## src/inc/msc_pkg.sv

```systemverilog
// Package of constants, types and helpers for the microstep step control block
package msc_pkg;

   localparam int CLK_HZ = 40_000_000;
   localparam int CLK_PERIOD_NS = 25;

   localparam logic [7:0] REG_REF_A = 8'h00;
   localparam logic [7:0] REG_REF_B = 8'h01;
   localparam logic [7:0] REG_CTRL = 8'h02;

   localparam int CTRL_HOLD_BIT = 0;
   localparam int CTRL_CNT_RST_BIT = 1;
   localparam int CTRL_DIV_LSB = 2;
   localparam int CTRL_DIV_MSB = 3;

   localparam logic [3:0] REF_RESET = 4'h0;
   localparam logic [1:0] DIV_RESET = 2'h0;
   localparam logic [6:0] DEV_ADDR_DEFAULT = 7'h2A;

   localparam int REF_MAX_MV = 200;
   localparam int REF_STEP_MV = 10;

   localparam int POS_W_DEFAULT = 8;

   localparam int CHOP_PERIOD_NS = 10000;
   localparam int FORCE_CHARGE_NS = 500;
   localparam int SLOW_DECAY_NS = 2500;
   localparam logic [15:0] CHOP_CYCLES = 16'(CHOP_PERIOD_NS / CLK_PERIOD_NS);
   localparam logic [15:0] FORCE_CYCLES =
      16'((FORCE_CHARGE_NS + CLK_PERIOD_NS - 1) / CLK_PERIOD_NS);
   localparam logic [15:0] SLOW_CYCLES = 16'(SLOW_DECAY_NS / CLK_PERIOD_NS);

   typedef enum logic [2:0] {
      DRV_CHARGE = 3'b001,
      DRV_SLOW = 3'b010,
      DRV_FAST = 3'b100
   } msc_drv_t;

   typedef enum logic [3:0] {
      CH_FORCED = 4'b0001,
      CH_CHARGE = 4'b0010,
      CH_SLOW = 4'b0100,
      CH_FAST = 4'b1000
   } msc_chop_st_t;

   typedef enum logic [6:0] {
      I2_IDLE = 7'b0000001,
      I2_DEV = 7'b0000010,
      I2_ACKD = 7'b0000100,
      I2_REG = 7'b0001000,
      I2_ACKR = 7'b0010000,
      I2_DATA = 7'b0100000,
      I2_ACKW = 7'b1000000
   } msc_i2c_st_t;

   function automatic logic [7:0] msc_ref_mv(input logic [3:0] code);
      return 8'(REF_MAX_MV - REF_STEP_MV * int'(code));
   endfunction

   function automatic logic [2:0] msc_div_mask(input logic [1:0] ratio);
      return 3'((1 << ratio) - 1);
   endfunction

endpackage

```

## src/inc/msc_chop_if.sv

```systemverilog
// Interface between the step control core and one chopping sequencer
`timescale 1ns/1ps
interface msc_chop_if;
   import msc_pkg::*;
   logic period_start;
   logic coil_below;
   msc_drv_t mode;

   modport ctl (
      output period_start,
      output coil_below,
      input mode
   );

   modport chop (
      input period_start,
      input coil_below,
      output mode
   );
endinterface

```

## src/verilog/msc_step_ctrl.sv

```systemverilog
// Step control core: serial write slave, step gate, divider, position, references
`timescale 1ns/1ps
module msc_step_ctrl
   import msc_pkg::*;
#(
   parameter logic [6:0] DEV_ADDR = DEV_ADDR_DEFAULT,
   parameter int POS_W = POS_W_DEFAULT,
   parameter logic [15:0] CHOP_LEN = CHOP_CYCLES
) (
   input wire logic sys_clk,
   input wire logic arst_n,
   input wire logic scl,
   input wire logic sda_in,
   output logic sda_out,
   output logic sda_oe,
   input wire logic step_clk_in,
   input wire logic coil_below_a,
   input wire logic coil_below_b,
   output logic [POS_W-1:0] position,
   output logic step_held,
   output logic [3:0] ref_code_a,
   output logic [3:0] ref_code_b,
   output logic [7:0] ref_mv_a,
   output logic [7:0] ref_mv_b,
   output msc_drv_t drive_mode_a,
   output msc_drv_t drive_mode_b
);

   // Pin synchronisers
   logic scl_m1, scl_s, scl_prev;
   logic sda_m1, sda_s, sda_prev;
   logic step_m1, step_s;
   logic cba_m1, cba_s;
   logic cbb_m1, cbb_s;

   always_ff @(posedge sys_clk or negedge arst_n) begin
      if (!arst_n) begin
         scl_m1 <= 1'b1;
         scl_s <= 1'b1;
         scl_prev <= 1'b1;
         sda_m1 <= 1'b1;
         sda_s <= 1'b1;
         sda_prev <= 1'b1;
      end else begin
         scl_m1 <= scl;
         scl_s <= scl_m1;
         scl_prev <= scl_s;
         sda_m1 <= sda_in;
         sda_s <= sda_m1;
         sda_prev <= sda_s;
      end
   end

   always_ff @(posedge sys_clk or negedge arst_n) begin
      if (!arst_n) begin
         step_m1 <= 1'b0;
         step_s <= 1'b0;
         cba_m1 <= 1'b0;
         cba_s <= 1'b0;
         cbb_m1 <= 1'b0;
         cbb_s <= 1'b0;
      end else begin
         step_m1 <= step_clk_in;
         step_s <= step_m1;
         cba_m1 <= coil_below_a;
         cba_s <= cba_m1;
         cbb_m1 <= coil_below_b;
         cbb_s <= cbb_m1;
      end
   end

   wire scl_rise = scl_s & ~scl_prev;
   wire scl_fall = ~scl_s & scl_prev;
   wire start_det = scl_s & scl_prev & sda_prev & ~sda_s;
   wire stop_det = scl_s & scl_prev & ~sda_prev & sda_s;

   // Serial write slave
   msc_i2c_st_t st_reg, st_next;
   logic [2:0] bit_reg, bit_next;
   logic [7:0] shift_reg, shift_next;
   logic [7:0] addr_reg, addr_next;
   logic sda_oe_reg, sda_oe_next;

   wire [7:0] byte_in = {shift_reg[6:0], sda_s};
   wire byte_done = (bit_reg == 3'h7);
   wire in_ack = (st_reg == I2_ACKD) || (st_reg == I2_ACKR) || (st_reg == I2_ACKW);
   wire dev_hit = (byte_in[7:1] == DEV_ADDR) && !byte_in[0];
   wire wr_pulse = scl_rise && byte_done && (st_reg == I2_DATA) && !start_det && !stop_det;
   wire [7:0] wr_data = byte_in;
   wire [7:0] wr_addr = addr_reg;

   always_comb begin
      st_next = st_reg;
      bit_next = bit_reg;
      shift_next = shift_reg;
      addr_next = addr_reg;
      sda_oe_next = sda_oe_reg;
      if (start_det) begin
         st_next = I2_DEV;
         bit_next = 3'h0;
         sda_oe_next = 1'b0;
      end else if (stop_det) begin
         st_next = I2_IDLE;
         sda_oe_next = 1'b0;
      end else begin
         if (scl_fall) begin
            sda_oe_next = in_ack;
         end
         if (scl_rise) begin
            unique case (st_reg)
               I2_IDLE: begin
                  st_next = I2_IDLE;
               end
               I2_DEV, I2_REG, I2_DATA: begin
                  shift_next = byte_in;
                  bit_next = 3'(bit_reg + 3'h1);
                  if (byte_done && st_reg == I2_DEV) begin
                     st_next = dev_hit ? I2_ACKD : I2_IDLE;
                  end else if (byte_done && st_reg == I2_REG) begin
                     addr_next = byte_in;
                     st_next = I2_ACKR;
                  end else if (byte_done) begin
                     addr_next = 8'(addr_reg + 8'h01);
                     st_next = I2_ACKW;
                  end
               end
               I2_ACKD: begin
                  st_next = I2_REG;
               end
               I2_ACKR, I2_ACKW: begin
                  st_next = I2_DATA;
               end
            endcase
         end
      end
   end

   always_ff @(posedge sys_clk or negedge arst_n) begin
      if (!arst_n) begin
         st_reg <= I2_IDLE;
         bit_reg <= 3'h0;
         shift_reg <= 8'h00;
         addr_reg <= 8'h00;
         sda_oe_reg <= 1'b0;
      end else begin
         st_reg <= st_next;
         bit_reg <= bit_next;
         shift_reg <= shift_next;
         addr_reg <= addr_next;
         sda_oe_reg <= sda_oe_next;
      end
   end

   assign sda_out = 1'b0;
   assign sda_oe = sda_oe_reg;

   // Setting registers, written at the 8th clock rise of a data byte
   logic [3:0] ref_a_reg, ref_b_reg;
   logic [7:0] mv_a_reg, mv_b_reg;
   logic hold_reg, cnt_rst_reg;
   logic [1:0] ratio_reg;

   wire wr_ref_a = wr_pulse && (wr_addr == REG_REF_A);
   wire wr_ref_b = wr_pulse && (wr_addr == REG_REF_B);
   wire wr_ctrl = wr_pulse && (wr_addr == REG_CTRL);

   always_ff @(posedge sys_clk or negedge arst_n) begin
      if (!arst_n) begin
         ref_a_reg <= REF_RESET;
         ref_b_reg <= REF_RESET;
         mv_a_reg <= 8'(REF_MAX_MV);
         mv_b_reg <= 8'(REF_MAX_MV);
      end else begin
         if (wr_ref_a) begin
            ref_a_reg <= wr_data[3:0];
            mv_a_reg <= msc_ref_mv(wr_data[3:0]);
         end
         if (wr_ref_b) begin
            ref_b_reg <= wr_data[3:0];
            mv_b_reg <= msc_ref_mv(wr_data[3:0]);
         end
      end
   end

   always_ff @(posedge sys_clk or negedge arst_n) begin
      if (!arst_n) begin
         hold_reg <= 1'b0;
         cnt_rst_reg <= 1'b0;
         ratio_reg <= DIV_RESET;
      end else if (wr_ctrl) begin
         hold_reg <= wr_data[CTRL_HOLD_BIT];
         cnt_rst_reg <= wr_data[CTRL_CNT_RST_BIT];
         ratio_reg <= wr_data[CTRL_DIV_MSB:CTRL_DIV_LSB];
      end
   end

   // Step gate, divider and position counter
   logic int_clk_reg, int_prev_reg;
   logic [2:0] div_reg, div_next;
   logic [1:0] ratio_act_reg;
   logic [POS_W-1:0] pos_reg, pos_next;

   wire int_clk_next = hold_reg ? int_clk_reg : step_s;
   wire int_rise = int_clk_reg & ~int_prev_reg;
   wire div_hit = (div_reg == msc_div_mask(ratio_act_reg));
   wire advance = int_rise && !hold_reg && !cnt_rst_reg && div_hit;
   wire cnt_clear = cnt_rst_reg || (wr_ctrl && wr_data[CTRL_CNT_RST_BIT]);

   assign div_next = (cnt_clear || (int_rise && (div_hit || ratio_reg != ratio_act_reg))) ?
                     3'h0 : (int_rise ? 3'(div_reg + 3'h1) : div_reg);
   assign pos_next = cnt_clear ? '0 : (advance ? POS_W'(pos_reg + 1'b1) : pos_reg);

   always_ff @(posedge sys_clk or negedge arst_n) begin
      if (!arst_n) begin
         int_clk_reg <= 1'b0;
         int_prev_reg <= 1'b0;
      end else begin
         int_clk_reg <= int_clk_next;
         int_prev_reg <= int_clk_reg;
      end
   end

   always_ff @(posedge sys_clk or negedge arst_n) begin
      if (!arst_n) begin
         div_reg <= 3'h0;
         ratio_act_reg <= DIV_RESET;
         pos_reg <= '0;
      end else begin
         div_reg <= div_next;
         pos_reg <= pos_next;
         if (int_rise) begin
            ratio_act_reg <= ratio_reg;
         end
      end
   end

   assign position = pos_reg;
   assign step_held = hold_reg;
   assign ref_code_a = ref_a_reg;
   assign ref_code_b = ref_b_reg;
   assign ref_mv_a = mv_a_reg;
   assign ref_mv_b = mv_b_reg;

   // Chopping period timebase and the two sequencers
   logic [15:0] chop_cnt_reg;
   wire chop_wrap = (chop_cnt_reg == CHOP_LEN - 16'h0001);

   always_ff @(posedge sys_clk or negedge arst_n) begin
      if (!arst_n) begin
         chop_cnt_reg <= 16'h0000;
      end else begin
         chop_cnt_reg <= chop_wrap ? 16'h0000 : 16'(chop_cnt_reg + 16'h0001);
      end
   end

   msc_chop_if chop_a_if ();
   msc_chop_if chop_b_if ();

   assign chop_a_if.period_start = chop_wrap;
   assign chop_a_if.coil_below = cba_s;
   assign chop_b_if.period_start = chop_wrap;
   assign chop_b_if.coil_below = cbb_s;
   assign drive_mode_a = chop_a_if.mode;
   assign drive_mode_b = chop_b_if.mode;

   msc_chopper u_chop_a (
      .sys_clk(sys_clk),
      .arst_n(arst_n),
      .chop_bus(chop_a_if.chop)
   );

   msc_chopper u_chop_b (
      .sys_clk(sys_clk),
      .arst_n(arst_n),
      .chop_bus(chop_b_if.chop)
   );
endmodule

```

## src/verilog/msc_chopper.sv

```systemverilog
// Chopping sequencer for one channel pair: charge, slow decay, fast decay
`timescale 1ns/1ps
module msc_chopper
   import msc_pkg::*;
#(
   parameter logic [15:0] FORCE_LEN = FORCE_CYCLES,
   parameter logic [15:0] SLOW_LEN = SLOW_CYCLES
) (
   input wire logic sys_clk,
   input wire logic arst_n,
   msc_chop_if.chop chop_bus
);

   msc_chop_st_t st_reg, st_next;
   logic [15:0] cnt_reg, cnt_next;
   logic seen_reg, seen_next;
   msc_drv_t mode_next;

   wire force_end = (st_reg == CH_FORCED) && (cnt_reg == FORCE_LEN - 16'h0001);
   wire slow_end = (st_reg == CH_SLOW) && (cnt_reg == SLOW_LEN - 16'h0001);
   wire below = chop_bus.coil_below;

   always_comb begin
      st_next = st_reg;
      cnt_next = 16'(cnt_reg + 16'h0001);
      seen_next = seen_reg;
      if (chop_bus.period_start) begin
         st_next = CH_FORCED;
         cnt_next = 16'h0000;
         seen_next = below;
      end else begin
         unique case (st_reg)
            CH_FORCED: begin
               seen_next = seen_reg | below;
               if (force_end) begin
                  cnt_next = 16'h0000;
                  if (seen_reg | below) begin
                     st_next = below ? CH_CHARGE : CH_SLOW;
                  end else begin
                     st_next = CH_FAST;
                  end
               end
            end
            CH_CHARGE: begin
               if (!below) begin
                  st_next = CH_SLOW;
                  cnt_next = 16'h0000;
               end
            end
            CH_SLOW: begin
               if (slow_end) begin
                  st_next = CH_FAST;
               end
            end
            CH_FAST: begin
               cnt_next = cnt_reg;
            end
         endcase
      end
   end

   assign mode_next = (st_next == CH_FORCED || st_next == CH_CHARGE) ? DRV_CHARGE :
                      (st_next == CH_SLOW) ? DRV_SLOW : DRV_FAST;

   always_ff @(posedge sys_clk or negedge arst_n) begin
      if (!arst_n) begin
         st_reg <= CH_FAST;
         cnt_reg <= 16'h0000;
         seen_reg <= 1'b0;
         chop_bus.mode <= DRV_FAST;
      end else begin
         st_reg <= st_next;
         cnt_reg <= cnt_next;
         seen_reg <= seen_next;
         chop_bus.mode <= mode_next;
      end
   end
endmodule

```

## config.mk

```make
export PLATFORM = sky130hd
export DESIGN_NAME = msc_step_ctrl
export DESIGN_NICKNAME = d
export VERILOG_FILES = /design/src/inc/msc_pkg.sv /design/src/inc/msc_chop_if.sv /design/src/verilog/msc_step_ctrl.sv /design/src/verilog/msc_chopper.sv
export SDC_FILE = /design/constraint.sdc
export NUM_CORES = 1
export LEC_CHECK = 0
export ABC_AREA = 0
export BUFFER_PORTS_ARGS = -buffer_cell sky130_fd_sc_hd__clkbuf_2
export CAP_MARGIN = 25
export CORE_MARGIN = 2
export CORE_UTILIZATION = 33
export CTS_CLUSTER_DIAMETER = 150
export DETAILED_ROUTE_END_ITERATION = 8
export MAX_ROUTING_LAYER = met4
export PLACE_DENSITY_LB_ADDON = 0.3
export SLEW_MARGIN = 20
export SYNTH_ARGS = -nofsm -noshare
export SYNTH_HDL_FRONTEND = slang
export SYNTH_SLANG_ARGS = --single-unit
```

## constraint.sdc

```tcl
create_clock -name sys_clk -period 2.25 [get_ports sys_clk]
set_input_delay 0.225 -clock sys_clk [delete_from_list [all_inputs] [get_ports sys_clk]]
set_output_delay 0.225 -clock sys_clk [all_outputs]
set_load 0.05 [all_outputs]
```

Word-level counts from Yosys, hierarchy flattened
Index checks and enable logic that the tools add are counted.

Word-level logic and storage cells: 202. Register bits after elaboration: 145. Input port bits: 7.

Multipliers: 1. Reductions and logical operators: 47. Eq/ne operators: 36. Shift-type cells: 1. Add/sub/neg operators: 9. Bitwise gates (word level): 18. Muxes and demuxes: 52.

Operators by type and width (number): two-way mux 16 bit (7); one-hot mux 16 bit (3 select lines) (2); adder 16 x 1 -> 16 bit (second input constant) (3); two-way mux 7 bit (6); two-way mux 4 bit (10); two-way mux 3 bit (13); == test 16 x 5 -> 1 bit (second input constant) (2); == test 16 x 7 -> 1 bit (second input constant) (2); two-way mux 8 bit (4); one-hot mux 7 bit (4 select lines) (1); one-hot mux 4 bit (3 select lines) (2); logical AND 1 bit (19); adder 8 x 1 -> 8 bit (second input constant) (2); == test 16 x 9 -> 1 bit (second input constant) (1); == test 4 x 1 -> 1 bit (second input constant) (4); == test 4 x 2 -> 1 bit (second input constant) (4); == test 4 x 3 -> 1 bit (second input constant) (4); == test 7 x 6 -> 1 bit (second input constant) (2); nonzero test 2 bit (7); bitwise AND 1 bit (8); == test 4 bit (second input constant) (2); == test 8 x 1 -> 1 bit (second input constant) (1); == test 8 x 2 -> 1 bit (second input constant) (1); logical NOT 8 bit (1); other kinds (28) (56).

Depth between registers and ports, before layout
Gate-level depths: netlist (run 1).

Depth in word-level cells: 11. Depth in mapped cells: 10. Mapped depth without buffers: 10.

Cells and area by module
From an unflattened synthesis (run 1), not the netlist that was laid out.

Cell total of the unflattened synthesis: 678. Area, all modules: 7151.9 um2.

By module, submodules not included: msc_step_ctrl (area an instance 4489.3 um2, sequential area each 2343.5 um2, cells an instance 404, times used 1); msc_chopper (area an instance 1331.3 um2, sequential area each 603.1 um2, cells an instance 137, times used 2).

Least setup slack after synthesis (run 1)
No wires, ideal clock.

Path kind: reg-to-reg. Start: register bit_reg[0]. End: register st_reg[4]. Data arrival time: 2.208 ns. Required time: 2.119 ns. Cell stages (with the launch flop): 10. Path slack: -0.089 ns. Buffers on the path: 1. Path through: dfrtp_1 > ha_1 > ha_1 > or3b_2 > a21oi_1 > nor2_1 > o31ai_1 > buf_2 > mux2i_1 > nor2_1.

Longest elaborated chain between the ends: 8. Elaborated cells between the ends (all ways): 11. Those cells by class: eq/ne (2); mux (6); reduce/logical (3).

Ends and longest elaborated chain: from (decl) (line msc_step_ctrl.sv:79) `logic [2:0] bit_reg, bit_next;`; from (signal assigned) (line msc_step_ctrl.sv:147) `bit_reg <= bit_next;`; == test 3 bit * (line msc_step_ctrl.sv:85) `wire byte_done = (bit_reg == 3'h7);`; logical AND 1 bit (line msc_step_ctrl.sv:119) `end else if (byte_done && st_reg == I2_REG) begin`; two-way mux 7 bit (line msc_step_ctrl.sv:119); two-way mux 7 bit (line msc_step_ctrl.sv:117) `if (byte_done && st_reg == I2_DEV) begin`; one-hot mux 7 bit (4 select lines) (line msc_step_ctrl.sv:110) `unique case (st_reg)`; two-way mux 7 bit (line msc_step_ctrl.sv:109) `if (scl_rise) begin`; two-way mux 7 bit (line msc_step_ctrl.sv:102) `end else if (stop_det) begin`; two-way mux 7 bit (line msc_step_ctrl.sv:98) `if (start_det) begin`; to (signal assigned) (line msc_step_ctrl.sv:146) `st_reg <= st_next;`; to (decl) (line msc_step_ctrl.sv:78) `msc_i2c_st_t st_reg, st_next;`.

Mark *: on every way between the ends. The rest lies on a longest branch, timed or not. The select of a mux whose other input is x is not followed. A chain may end at the register's enable or synchronous reset.

Final worst setup path (run 1)
Start: register u_chop_b.cnt_reg[11]. End: register u_chop_b.chop_bus.mode[2].

Longest elaborated chain between the ends: 8. Elaborated cells between the ends (all ways): 14. Those cells by class: eq/ne (5); mux (6); reduce/logical (3).

Ends and longest elaborated chain: from (decl) (line msc_chopper.sv:15) `logic [15:0] cnt_reg, cnt_next;`; from (signal assigned) (line msc_chopper.sv:73) `cnt_reg <= cnt_next;`; == test 16 x 7 -> 1 bit / == test 16 x 5 -> 1 bit (equally long branches) (line msc_chopper.sv:20, msc_chopper.sv:19); logical AND 1 bit (on tied branches) (line msc_chopper.sv:20, msc_chopper.sv:19); two-way mux 4 bit (on tied branches) (line msc_chopper.sv:51, msc_chopper.sv:35); one-hot mux 4 bit (3 select lines) * (line msc_chopper.sv:32) `unique case (st_reg)`; two-way mux 4 bit * (line msc_chopper.sv:27) `if (chop_bus.period_start) begin`; via u_chop_b.st_next[2] (line msc_chopper.sv:14) `msc_chop_st_t st_reg, st_next;`; == test 4 x 3 -> 1 bit, or another cell as far along (line msc_chopper.sv:63) `(st_next == CH_SLOW) ? DRV_SLOW : DRV_FAST;`; two-way mux 3 bit / logical OR 1 bit (equally long branches) (line msc_chopper.sv:63, msc_chopper.sv:62); two-way mux 3 bit * (line msc_chopper.sv:62) `assign mode_next = (st_next == CH_FORCED || st_next == CH_CHARGE) ? DRV_CHARGE :`; via u_chop_b.mode_next[2] (line msc_chopper.sv:17) `msc_drv_t mode_next;`; to (signal assigned) (line msc_chopper.sv:75) `chop_bus.mode <= mode_next;`; to (decl) (line msc_chop_if.sv:18) `output mode`.

The timed path passes the listed nets; every way through them passes the cells marked *.

==> impl_results.html, run 1 <==
<table>
<tr><th>Metric</th><th>Value</th></tr>
<tr><th colspan="2">Outcome</th></tr>
<tr><td>Outcome</td><td>finished clean</td></tr>
<tr><th colspan="2">Yosys</th></tr>
<tr><td>Average footprint of a synthesized cell</td><td>approximately 10 sq um</td></tr>
<tr><td>Total standard cell area after synthesis</td><td>7103 sq um</td></tr>
<tr><td>EDFF count, synth</td><td>0</td></tr>
<tr><td>Post-synthesis register bit count</td><td>141</td></tr>
<tr><td>Area leader, netlist</td><td>sky130_fd_sc_hd__dfrtp_1</td></tr>
<tr><td>Fraction of synthesis flops using an asynchronous set or reset pin</td><td>between 90% and 100%</td></tr>
<tr><td>Most used flip-flop cell after synthesis</td><td>sky130_fd_sc_hd__dfrtp_1</td></tr>
<tr><td>Most instantiated cells after synthesis</td><td>sky130_fd_sc_hd__dfrtp_1, sky130_fd_sc_hd__nor2_1, sky130_fd_sc_hd__nand2_1</td></tr>
<tr><td>Number of instances in the synthesized netlist</td><td>697</td></tr>
<tr><td>Most instantiated library cell after synthesis</td><td>sky130_fd_sc_hd__dfrtp_1</td></tr>
<tr><td>Number of different library cells in the post-synthesis netlist</td><td>between 60 and 70</td></tr>
<tr><td>Share of the yosys chip area belonging to registers</td><td>between 40% and 50%</td></tr>
<tr><td>Leading post-synthesis cells by cell area</td><td>sky130_fd_sc_hd__dfrtp_1, sky130_fd_sc_hd__dfstp_2, sky130_fd_sc_hd__xnor2_1, sky130_fd_sc_hd__nor2_1, sky130_fd_sc_hd__mux2_2</td></tr>
<tr><td>Proportion of netlist area held by the largest area contributor</td><td>a little over two fifths</td></tr>
<tr><td>Synth warn</td><td>0</td></tr>
<tr><th colspan="2">STA</th></tr>
<tr><td>Number of endpoints with negative hold slack in the final report</td><td>0</td></tr>
<tr><td>Final Cycle Share</td><td>99.54%</td></tr>
<tr><td>Headroom to the max-slew limit</td><td>between 60% and 70%</td></tr>
<tr><td>Post-layout min period</td><td>2240 ps</td></tr>
<tr><td>Endpoints failing setup</td><td>0</td></tr>
<tr><td>Top achievable clock speed</td><td>0.4465 GHz</td></tr>
<tr><td>Worst-Margin Slew</td><td>530.2 ps</td></tr>
<tr><td>Setup TNS Final</td><td>0 ps</td></tr>
<tr><td>Skew final</td><td>~11 ps</td></tr>
<tr><td>Unrepaired setup endpoints after global routing</td><td>true</td></tr>
<tr><td>Final worst setup slack</td><td>just over 10 ps</td></tr>
<tr><td>Final Max Slew Viols</td><td>0</td></tr>
<tr><th colspan="2">CTS</th></tr>
<tr><td>Num CTS Buffers</td><td>17</td></tr>
<tr><td>Number of buffers on the longest clock path</td><td>2</td></tr>
<tr><td>Clock insertion delay at the later pin of the skew report</td><td>420 ps</td></tr>
<tr><td>Number of H-tree levels</td><td>4</td></tr>
<tr><td>CTS tree</td><td>done</td></tr>
<tr><td>CTS Sinks</td><td>141</td></tr>
<tr><td>Clock Root Buffer</td><td>sky130_fd_sc_hd__clkbuf_16</td></tr>
<tr><td>Clock transition at the register clock pins on the worst setup and hold paths after CTS</td><td>60 ps</td></tr>
<tr><th colspan="2">Worst setup path</th></tr>
<tr><td>Worst Setup Path Type</td><td>register to register</td></tr>
<tr><td>Reg2reg start</td><td>u_chop_b.cnt_reg[11]</td></tr>
<tr><td>Startpoint kind of the worst setup timing path</td><td>register</td></tr>
<tr><td>Length in cells of the worst reg-to-reg path</td><td>6</td></tr>
<tr><td>Worst-case register-to-register setup slack</td><td>10 ps</td></tr>
<tr><td>Crit. End Element</td><td>register</td></tr>
<tr><td>FF-to-FF End</td><td>u_chop_b.chop_bus.mode[2]</td></tr>
<tr><td>Arrival time at the worst endpoint</td><td>2590 ps</td></tr>
<tr><td>CP Data Required Time</td><td>about 2600 ps</td></tr>
<tr><td>Critical path fanouts, max</td><td>5</td></tr>
<tr><th colspan="2">Place</th></tr>
<tr><td>Final estimated routing congestion in global placement</td><td>0.8232</td></tr>
<tr><td>Worst-case setup slack after placement</td><td>-5.295 ps</td></tr>
<tr><td>Half-perimeter wire length after detailed placement</td><td>around 11000 microns</td></tr>
<tr><td>Count of input and output buffers</td><td>44</td></tr>
<tr><td>Placed cell count</td><td>1050</td></tr>
<tr><th colspan="2">Power</th></tr>
<tr><td>Cell leakage power</td><td>3.978 nW</td></tr>
<tr><td>Total internal power</td><td>between 4 and 5 mW</td></tr>
<tr><td>Relative contribution of combinational cells to total power</td><td>roughly a fifth</td></tr>
<tr><td>Switching fraction of total power</td><td>29.46%</td></tr>
<tr><td>Maximum vdd drop</td><td>0.0003925 V</td></tr>
<tr><td>Sw power</td><td>2.052 mW</td></tr>
<tr><td>PwrDens</td><td>791.9 nW/um^2</td></tr>
<tr><td>Total power of the final layout</td><td>6.965 mW</td></tr>
<tr><td>Part of the power in registers</td><td>41.3%</td></tr>
<tr><td>Part of the power in the clock network</td><td>37.9%</td></tr>
<tr><th colspan="2">Cells and area</th></tr>
<tr><td>Number of antenna repair diodes</td><td>0</td></tr>
<tr><td>Share of final-layout standard cells stronger than drive strength 1</td><td>26.81%</td></tr>
<tr><td>Final layout net count</td><td>829</td></tr>
<tr><td>Synthesis-to-layout area growth</td><td>23.83%</td></tr>
<tr><td>Final Instance Count excl. Fillers</td><td>1092</td></tr>
<tr><th colspan="2">Detailed routing</th></tr>
<tr><td>Overall via count from detail_route</td><td>5359</td></tr>
<tr><td>Remaining routing DRC violations</td><td>0</td></tr>
<tr><td>Final routed wire length divided by cell count</td><td>approximately 14 microns</td></tr>
<tr><td>Number of nets with antenna violations after detailed routing</td><td>0</td></tr>
<tr><td>1st-iter DRT viols</td><td>327</td></tr>
<tr><td>Count of TritonRoute iterations in the first routing pass</td><td>4</td></tr>
<tr><td>Vias per cell</td><td>4.908</td></tr>
<tr><td>Final routed wirelength across all metal layers</td><td>around 15000 microns</td></tr>
<tr><th colspan="2">Die</th></tr>
<tr><td>Placeable core region</td><td>around 21000 sq um</td></tr>
<tr><td>Initial core utilization</td><td>33.68%</td></tr>
<tr><td>Die boundary width</td><td>150.7 microns</td></tr>
<tr><td>Row count</td><td>53</td></tr>
<tr><td>Boundary pin count</td><td>48</td></tr>
<tr><td>Overall die height</td><td>between 150 and 200 microns</td></tr>
<tr><td>Die footprint</td><td>22710 sq um</td></tr>
<tr><th colspan="2">Global routing</th></tr>
<tr><td>Antenna violations before repair</td><td>0</td></tr>
<tr><td>Met1 track demand over resource</td><td>19.02%</td></tr>
<tr><td>Largest net degree at the start of global routing</td><td>58</td></tr>
<tr><td>Vias in the first global route</td><td>5138</td></tr>
<tr><td>GRT Residual Overflow</td><td>0</td></tr>
<tr><td>M2 GR Usage</td><td>22.66%</td></tr>
<tr><td>Wire length of the first global-routing pass</td><td>between 20000 and 30000 microns</td></tr>
<tr><td>Met3 layer usage reported by global route</td><td>under 10%</td></tr>
<tr><td>Most heavily used metal layer in global routing</td><td>met2</td></tr>
<tr><td>Global router's overall resource usage</td><td>14.54%</td></tr>
<tr><th colspan="2">Job</th></tr>
<tr><td>Number of maximum-capacitance constraint violations</td><td>0</td></tr>
<tr><th colspan="2">Min path</th></tr>
<tr><td>Type of the most critical hold path</td><td>input pin to async pin</td></tr>
</table>
-- timing repair --
action	in CTS	in global routing
gates resized for setup	6	25
hold buffers	6	0
endpoints found under the hold margin	45	0
pin swaps	1	11
buffers inserted	1	3
setup endpoints to repair	3	34
-- power by group through the flow --
stage / combinational, mW / clock, mW / sequential, mW
floorplan: 0.688 / 0 / 3.04
detailed placement: 1.30 / 0 / 2.91
global placement: 1.28 / 0 / 2.90
finish: 1.45 / 2.64 / 2.88
CTS: 1.33 / 2.71 / 2.86
global route: 1.61 / 2.82 / 2.90
-- worst max path at each step --
stage	startpoint	end	slack, ps	depth (start not counted)
floorplan	sda_s	ref_mv_b[7]	2	10
finish	u_chop_b.cnt_reg[11]	u_chop_b.chop_bus.mode[2]	10	6
global placement	bit_reg[0]	st_reg[4]	40	9
global route	shift_reg[0]	ref_mv_a[6]	-50	9
CTS	shift_reg[0]	ref_mv_b[7]	5	10
detailed placement	bit_reg[0]	st_reg[4]	-5	9
-- cells in the final DEF, fill, tap and decap left out, types with 6 or more instances in the layout --
master / count
sky130_fd_sc_hd__dfrtp_1: 124
sky130_fd_sc_hd__nor2_1: 70
sky130_fd_sc_hd__nand2_1: 68
sky130_fd_sc_hd__buf_4: 60
sky130_fd_sc_hd__o21ai_0: 45
sky130_fd_sc_hd__clkbuf_2: 43
sky130_fd_sc_hd__xnor2_1: 34
sky130_fd_sc_hd__a21oi_1: 28
sky130_fd_sc_hd__nand3_1: 25
sky130_fd_sc_hd__xor2_1: 24
sky130_fd_sc_hd__mux2_2: 22
sky130_fd_sc_hd__inv_1: 19
sky130_fd_sc_hd__and3_1: 18
sky130_fd_sc_hd__clkbuf_16: 17
sky130_fd_sc_hd__dfstp_2: 17
sky130_fd_sc_hd__nand4_1: 12
sky130_fd_sc_hd__ha_1: 10
sky130_fd_sc_hd__nand2b_1: 9
sky130_fd_sc_hd__nor4_1: 8
sky130_fd_sc_hd__nor4b_1: 7
sky130_fd_sc_hd__nor3_1: 7
sky130_fd_sc_hd__nor2b_1: 7
sky130_fd_sc_hd__and4_1: 6
sky130_fd_sc_hd__or3_1: 6
sky130_fd_sc_hd__dlygate4sd3_1: 6
-- layer usage --
metal | up-vias | routed length [microns]
li1 | 2677 | -
met1 | 2600 | 7326
met2 | 72 | 7369
met3 | 10 | 459
met4 | 0 | 146
met5 | - | 0
-- kinds of logic after synthesis --
kind of cell | synth area share (%)
compound gates | 10.60
xor+xnor | 7.275
fa+ha+maj | 3.276
buf+inv | 3.083
flops | 49.97
mux | 3.928
other cells | 0.05279
simple gates | 21.81
-- worst max-delay path, cell delays in order (launching register included) --
cell	delay [ps]
sky130_fd_sc_hd__dfrtp_1	400
sky130_fd_sc_hd__or4_4	560
sky130_fd_sc_hd__or4_4	570
sky130_fd_sc_hd__o22ai_4	140
sky130_fd_sc_hd__o221a_4	240
sky130_fd_sc_hd__and4_4	220
sky130_fd_sc_hd__nor3_2	40
-- layout make-up --
| type | instances | area [sq um] |
|---|---|---|
| inverter | 20 | 75.07 |
| sequential | 141 | 3550 |
| clock buffer | 21 | 460.4 |
| multi-input combinational | 511 | 3485 |
| tap | 275 | 344.1 |
| timing repair buffer | 113 | 788.3 |
| clock inverter | 11 | 93.84 |
| fill | 2036 | 12290 |
-- stage by stage --
stage / hold WS [ps] / cell area, sq um / utilization, %
4_1_cts: 304.7 / 8660 / 41.06
6_report: 298.8 / 8796 / 41.71
2_1_floorplan: -70.59 / 7118 / -
5_1_grt: 340.9 / 8796 / 41.71
3_3_place_gp: 182.4 / 8010 / 37.99
3_5_place_dp: 183.6 / 8010 / 37.99
(Power assumes the default switching activity.)
==> run 2: changes to the inputs <==
--- a/config.mk
+++ b/config.mk
@@ -14,6 +14,7 @@
 export DETAILED_ROUTE_END_ITERATION = 8
 export MAX_ROUTING_LAYER = met4
 export PLACE_DENSITY_LB_ADDON = 0.3
+export RECOVER_POWER = 25
 export SLEW_MARGIN = 20
 export SYNTH_ARGS = -nofsm -noshare
 export SYNTH_HDL_FRONTEND = slang
==> impl_results.html, run 2 (same netlist as run 1, synthesis figures left out) <==
<table>
<tr><th>Metric</th><th>Value</th></tr>
<tr><th colspan="2">Die</th></tr>
<tr><td>Overall die height</td><td>150.7 microns (unchanged)</td></tr>
<tr><td>Placeable core region</td><td>21090 sq um (unchanged)</td></tr>
<tr><td>Die footprint</td><td>22710 sq um (unchanged)</td></tr>
<tr><td>Initial core utilization</td><td>33.68% (unchanged)</td></tr>
<tr><td>Boundary pin count</td><td>48 (unchanged)</td></tr>
<tr><td>Row count</td><td>53 (unchanged)</td></tr>
<tr><td>Die boundary width</td><td>150.7 microns (unchanged)</td></tr>
<tr><th colspan="2">CTS</th></tr>
<tr><td>Clock insertion delay at the later pin of the skew report</td><td>420 ps (about the same)</td></tr>
<tr><td>Number of buffers on the longest clock path</td><td>2 (unchanged)</td></tr>
<tr><td>Num CTS Buffers</td><td>17 (unchanged)</td></tr>
<tr><td>Number of H-tree levels</td><td>4 (unchanged)</td></tr>
<tr><td>CTS Sinks</td><td>141 (unchanged)</td></tr>
<tr><td>Clock transition at the register clock pins on the worst setup and hold paths after CTS</td><td>60 ps (about the same)</td></tr>
<tr><td>Clock Root Buffer</td><td>sky130_fd_sc_hd__clkbuf_16</td></tr>
<tr><td>CTS tree</td><td>done</td></tr>
<tr><th colspan="2">STA</th></tr>
<tr><td>Endpoints failing setup</td><td>0 (unchanged)</td></tr>
<tr><td>Top achievable clock speed</td><td>0.4468 GHz (about the same)</td></tr>
<tr><td>Skew final</td><td>9.863 ps (-0.9639 ps)</td></tr>
<tr><td>Final Max Slew Viols</td><td>0 (unchanged)</td></tr>
<tr><td>Setup TNS Final</td><td>0 ps (unchanged)</td></tr>
<tr><td>Headroom to the max-slew limit</td><td>23.99% (-40 points)</td></tr>
<tr><td>Worst-Margin Slew</td><td>1140 ps (+609.9 ps)</td></tr>
<tr><td>Number of endpoints with negative hold slack in the final report</td><td>0 (unchanged)</td></tr>
<tr><td>Post-layout min period</td><td>2238 ps (-1.287 ps)</td></tr>
<tr><td>Unrepaired setup endpoints after global routing</td><td>true</td></tr>
<tr><td>Final Cycle Share</td><td>99.48% (about the same)</td></tr>
<tr><th colspan="2">Global routing</th></tr>
<tr><td>Largest net degree at the start of global routing</td><td>58 (unchanged)</td></tr>
<tr><td>Wire length of the first global-routing pass</td><td>25440 microns (unchanged)</td></tr>
<tr><td>Global router's overall resource usage</td><td>14.54% (unchanged)</td></tr>
<tr><td>Vias in the first global route</td><td>5138 (unchanged)</td></tr>
<tr><td>GRT Residual Overflow</td><td>0 (unchanged)</td></tr>
<tr><td>Antenna violations before repair</td><td>0 (unchanged)</td></tr>
<tr><th colspan="2">Detailed routing</th></tr>
<tr><td>Final routed wirelength across all metal layers</td><td>15310 microns (about the same)</td></tr>
<tr><td>Number of nets with antenna violations after detailed routing</td><td>0 (unchanged)</td></tr>
<tr><td>Final routed wire length divided by cell count</td><td>14.02 microns (about the same)</td></tr>
<tr><td>Overall via count from detail_route</td><td>5384 (+0.47%)</td></tr>
<tr><td>Remaining routing DRC violations</td><td>0 (unchanged)</td></tr>
<tr><td>Vias per cell</td><td>4.930 (+0.47%)</td></tr>
<tr><td>1st-iter DRT viols</td><td>327 (unchanged)</td></tr>
<tr><td>Count of TritonRoute iterations in the first routing pass</td><td>4 (unchanged)</td></tr>
<tr><th colspan="2">Place</th></tr>
<tr><td>Count of input and output buffers</td><td>44 (unchanged)</td></tr>
<tr><td>Final estimated routing congestion in global placement</td><td>0.8232 (unchanged)</td></tr>
<tr><td>Standard cell area after detailed placement</td><td>8010 sq um (unchanged)</td></tr>
<tr><td>Placed cell count</td><td>1050 (unchanged)</td></tr>
<tr><td>Half-perimeter wire length after detailed placement</td><td>10770 microns (unchanged)</td></tr>
<tr><th colspan="2">Worst setup path</th></tr>
<tr><td>Crit. End Element</td><td>register</td></tr>
<tr><td>Crit-path most repeated cell</td><td>sky130_fd_sc_hd__ha_4</td></tr>
<tr><td>Worst-case register-to-register setup slack</td><td>10 ps (about the same)</td></tr>
<tr><td>Critical Path, Cell by Cell</td><td>ha_4 &gt; ha_4 &gt; inv_2 &gt; fa_1 &gt; nand2b_1 &gt; buf_4 &gt; nand2b_4 &gt; xnor2_2 &gt; mux2_2</td></tr>
<tr><td>Startpoint kind of the worst setup timing path</td><td>register</td></tr>
<tr><td>Number of buffers and inverters on the critical path</td><td>2 (+2)</td></tr>
<tr><td>Critical path fanouts, max</td><td>2 (-3)</td></tr>
<tr><td>Crit path max-delay cell type</td><td>sky130_fd_sc_hd__fa_1</td></tr>
<tr><td>Worst Setup Path Type</td><td>register to register</td></tr>
<tr><td>Cell family with the largest share of critical-path delay</td><td>adder cells</td></tr>
<tr><td>CP Data Required Time</td><td>2590 ps (about the same)</td></tr>
<tr><td>Arrival time at the worst endpoint</td><td>2580 ps (about the same)</td></tr>
<tr><td>Longest individual stage delay on the worst path</td><td>520 ps (-50 ps)</td></tr>
<tr><th colspan="2">Job</th></tr>
<tr><td>Number of maximum-capacitance constraint violations</td><td>0 (unchanged)</td></tr>
<tr><th colspan="2">Cells and area</th></tr>
<tr><td>Final design instance area without fill</td><td>8773 sq um (-0.26%)</td></tr>
<tr><td>Leading cell type in the layout, fill and taps excluded</td><td>sky130_fd_sc_hd__dfrtp_1</td></tr>
<tr><td>Register Area</td><td>3550 sq um (unchanged)</td></tr>
<tr><td>Number of antenna repair diodes</td><td>0 (unchanged)</td></tr>
<tr><td>Total area of multi-input combinational cells</td><td>3485 sq um (unchanged)</td></tr>
<tr><td>Final Instance Count excl. Fillers</td><td>1092 (unchanged)</td></tr>
<tr><td>Synthesis-to-layout area growth</td><td>23.52%</td></tr>
<tr><td>Number of fill cells</td><td>2040 (+0.20%)</td></tr>
<tr><td>Highest-count cells in the layout ignoring fill and taps</td><td>sky130_fd_sc_hd__dfrtp_1, sky130_fd_sc_hd__nor2_1, sky130_fd_sc_hd__nand2_1</td></tr>
<tr><td>Final layout net count</td><td>829 (unchanged)</td></tr>
<tr><td>Share of final-layout standard cells stronger than drive strength 1</td><td>26.44% (-0.37 points)</td></tr>
<tr><th colspan="2">Outcome</th></tr>
<tr><td>Outcome</td><td>finished clean</td></tr>
<tr><th colspan="2">Power</th></tr>
<tr><td>PwrDens</td><td>793.4 nW/um^2 (+0.19%)</td></tr>
<tr><td>Maximum vdd drop</td><td>0.0003908 V (-0.43%)</td></tr>
<tr><td>Cell leakage power</td><td>3.967 nW (-0.28%)</td></tr>
<tr><th colspan="2">Min path</th></tr>
<tr><td>Type of the most critical hold path</td><td>register to register</td></tr>
</table>
==> run 2: cell types whose count changed in the layout (fill, tap and decap cells not counted) <==
cell                       before  now
sky130_fd_sc_hd__buf_12         2    1
sky130_fd_sc_hd__clkbuf_2      43   44
sky130_fd_sc_hd__dfstp_2       17   15
sky130_fd_sc_hd__clkbuf_1       2    3
sky130_fd_sc_hd__buf_6          2    1
sky130_fd_sc_hd__dfstp_1        0    2
==> run 2: power breakdown <==
part | internal [mW] | leakage (nW) | switching [mW] | total [mW]
clock | 1.57 | 0.265 | 1.07 | 2.64
sequential | 2.70 | 1.83 | 0.171 | 2.88
combinational | 0.635 | 1.87 | 0.811 | 1.45
==> run 2: path summary, 6_finish.rpt <==
path                            cells after the start    startpoint     endpoint
min in group asynchronous                           2        arst_n  position[5]
worst max-delay path                                9  shift_reg[2]  ref_mv_b[6]
max in group asynchronous                           3        arst_n       sda_oe
worst min register to register                      0        cbb_m1        cbb_s
worst min-delay path                                0        cbb_m1        cbb_s
worst max register to register                      9  shift_reg[2]  ref_mv_b[6]
==> run 2: area by class of cell <==
| type | instances | area share, % |
|---|---|---|
| clock inverter | 11 | 1.070 |
| inverter | 20 | 0.8557 |
| multi-input combinational | 511 | 39.72 |
| sequential | 141 | 40.46 |
| clock buffer | 21 | 5.248 |
| tap | 275 | 3.922 |
| timing repair buffer | 113 | 8.728 |
==> run 2: through the flow <==
step | util, % | hold slack [ps] | power, mW | worst slack (ps)
detailed placement | 37.99 | 183.6 | 4.206 | -5.295
finish | 41.60 | 350.8 | 6.961 | 11.67
global route | 41.60 | 364.4 | 7.325 | -49.44
global placement | 37.99 | 182.4 | 4.181 | 43.14
CTS | 41.06 | 304.7 | 6.906 | 4.933
floorplan | - | -70.59 | 3.727 | 1.713
==> run 2: metal layers <==
layer	track usage [%]	up-vias	part of all wire, %
met5	-	-	0
met4	4.720	0	1.1
met3	3.030	13	3.3
met2	22.66	77	48
met1	19.02	2620	47
li1	-	2674	-
==> run 2: timing repair <==
action                     in CTS  in global routing
setup endpoints to repair       3                 34
hold endpoints to repair       45                  0
hold buffers                    6                  0
resized for setup               6                 25
buffers inserted                1                  3
pin swaps                       1                 11
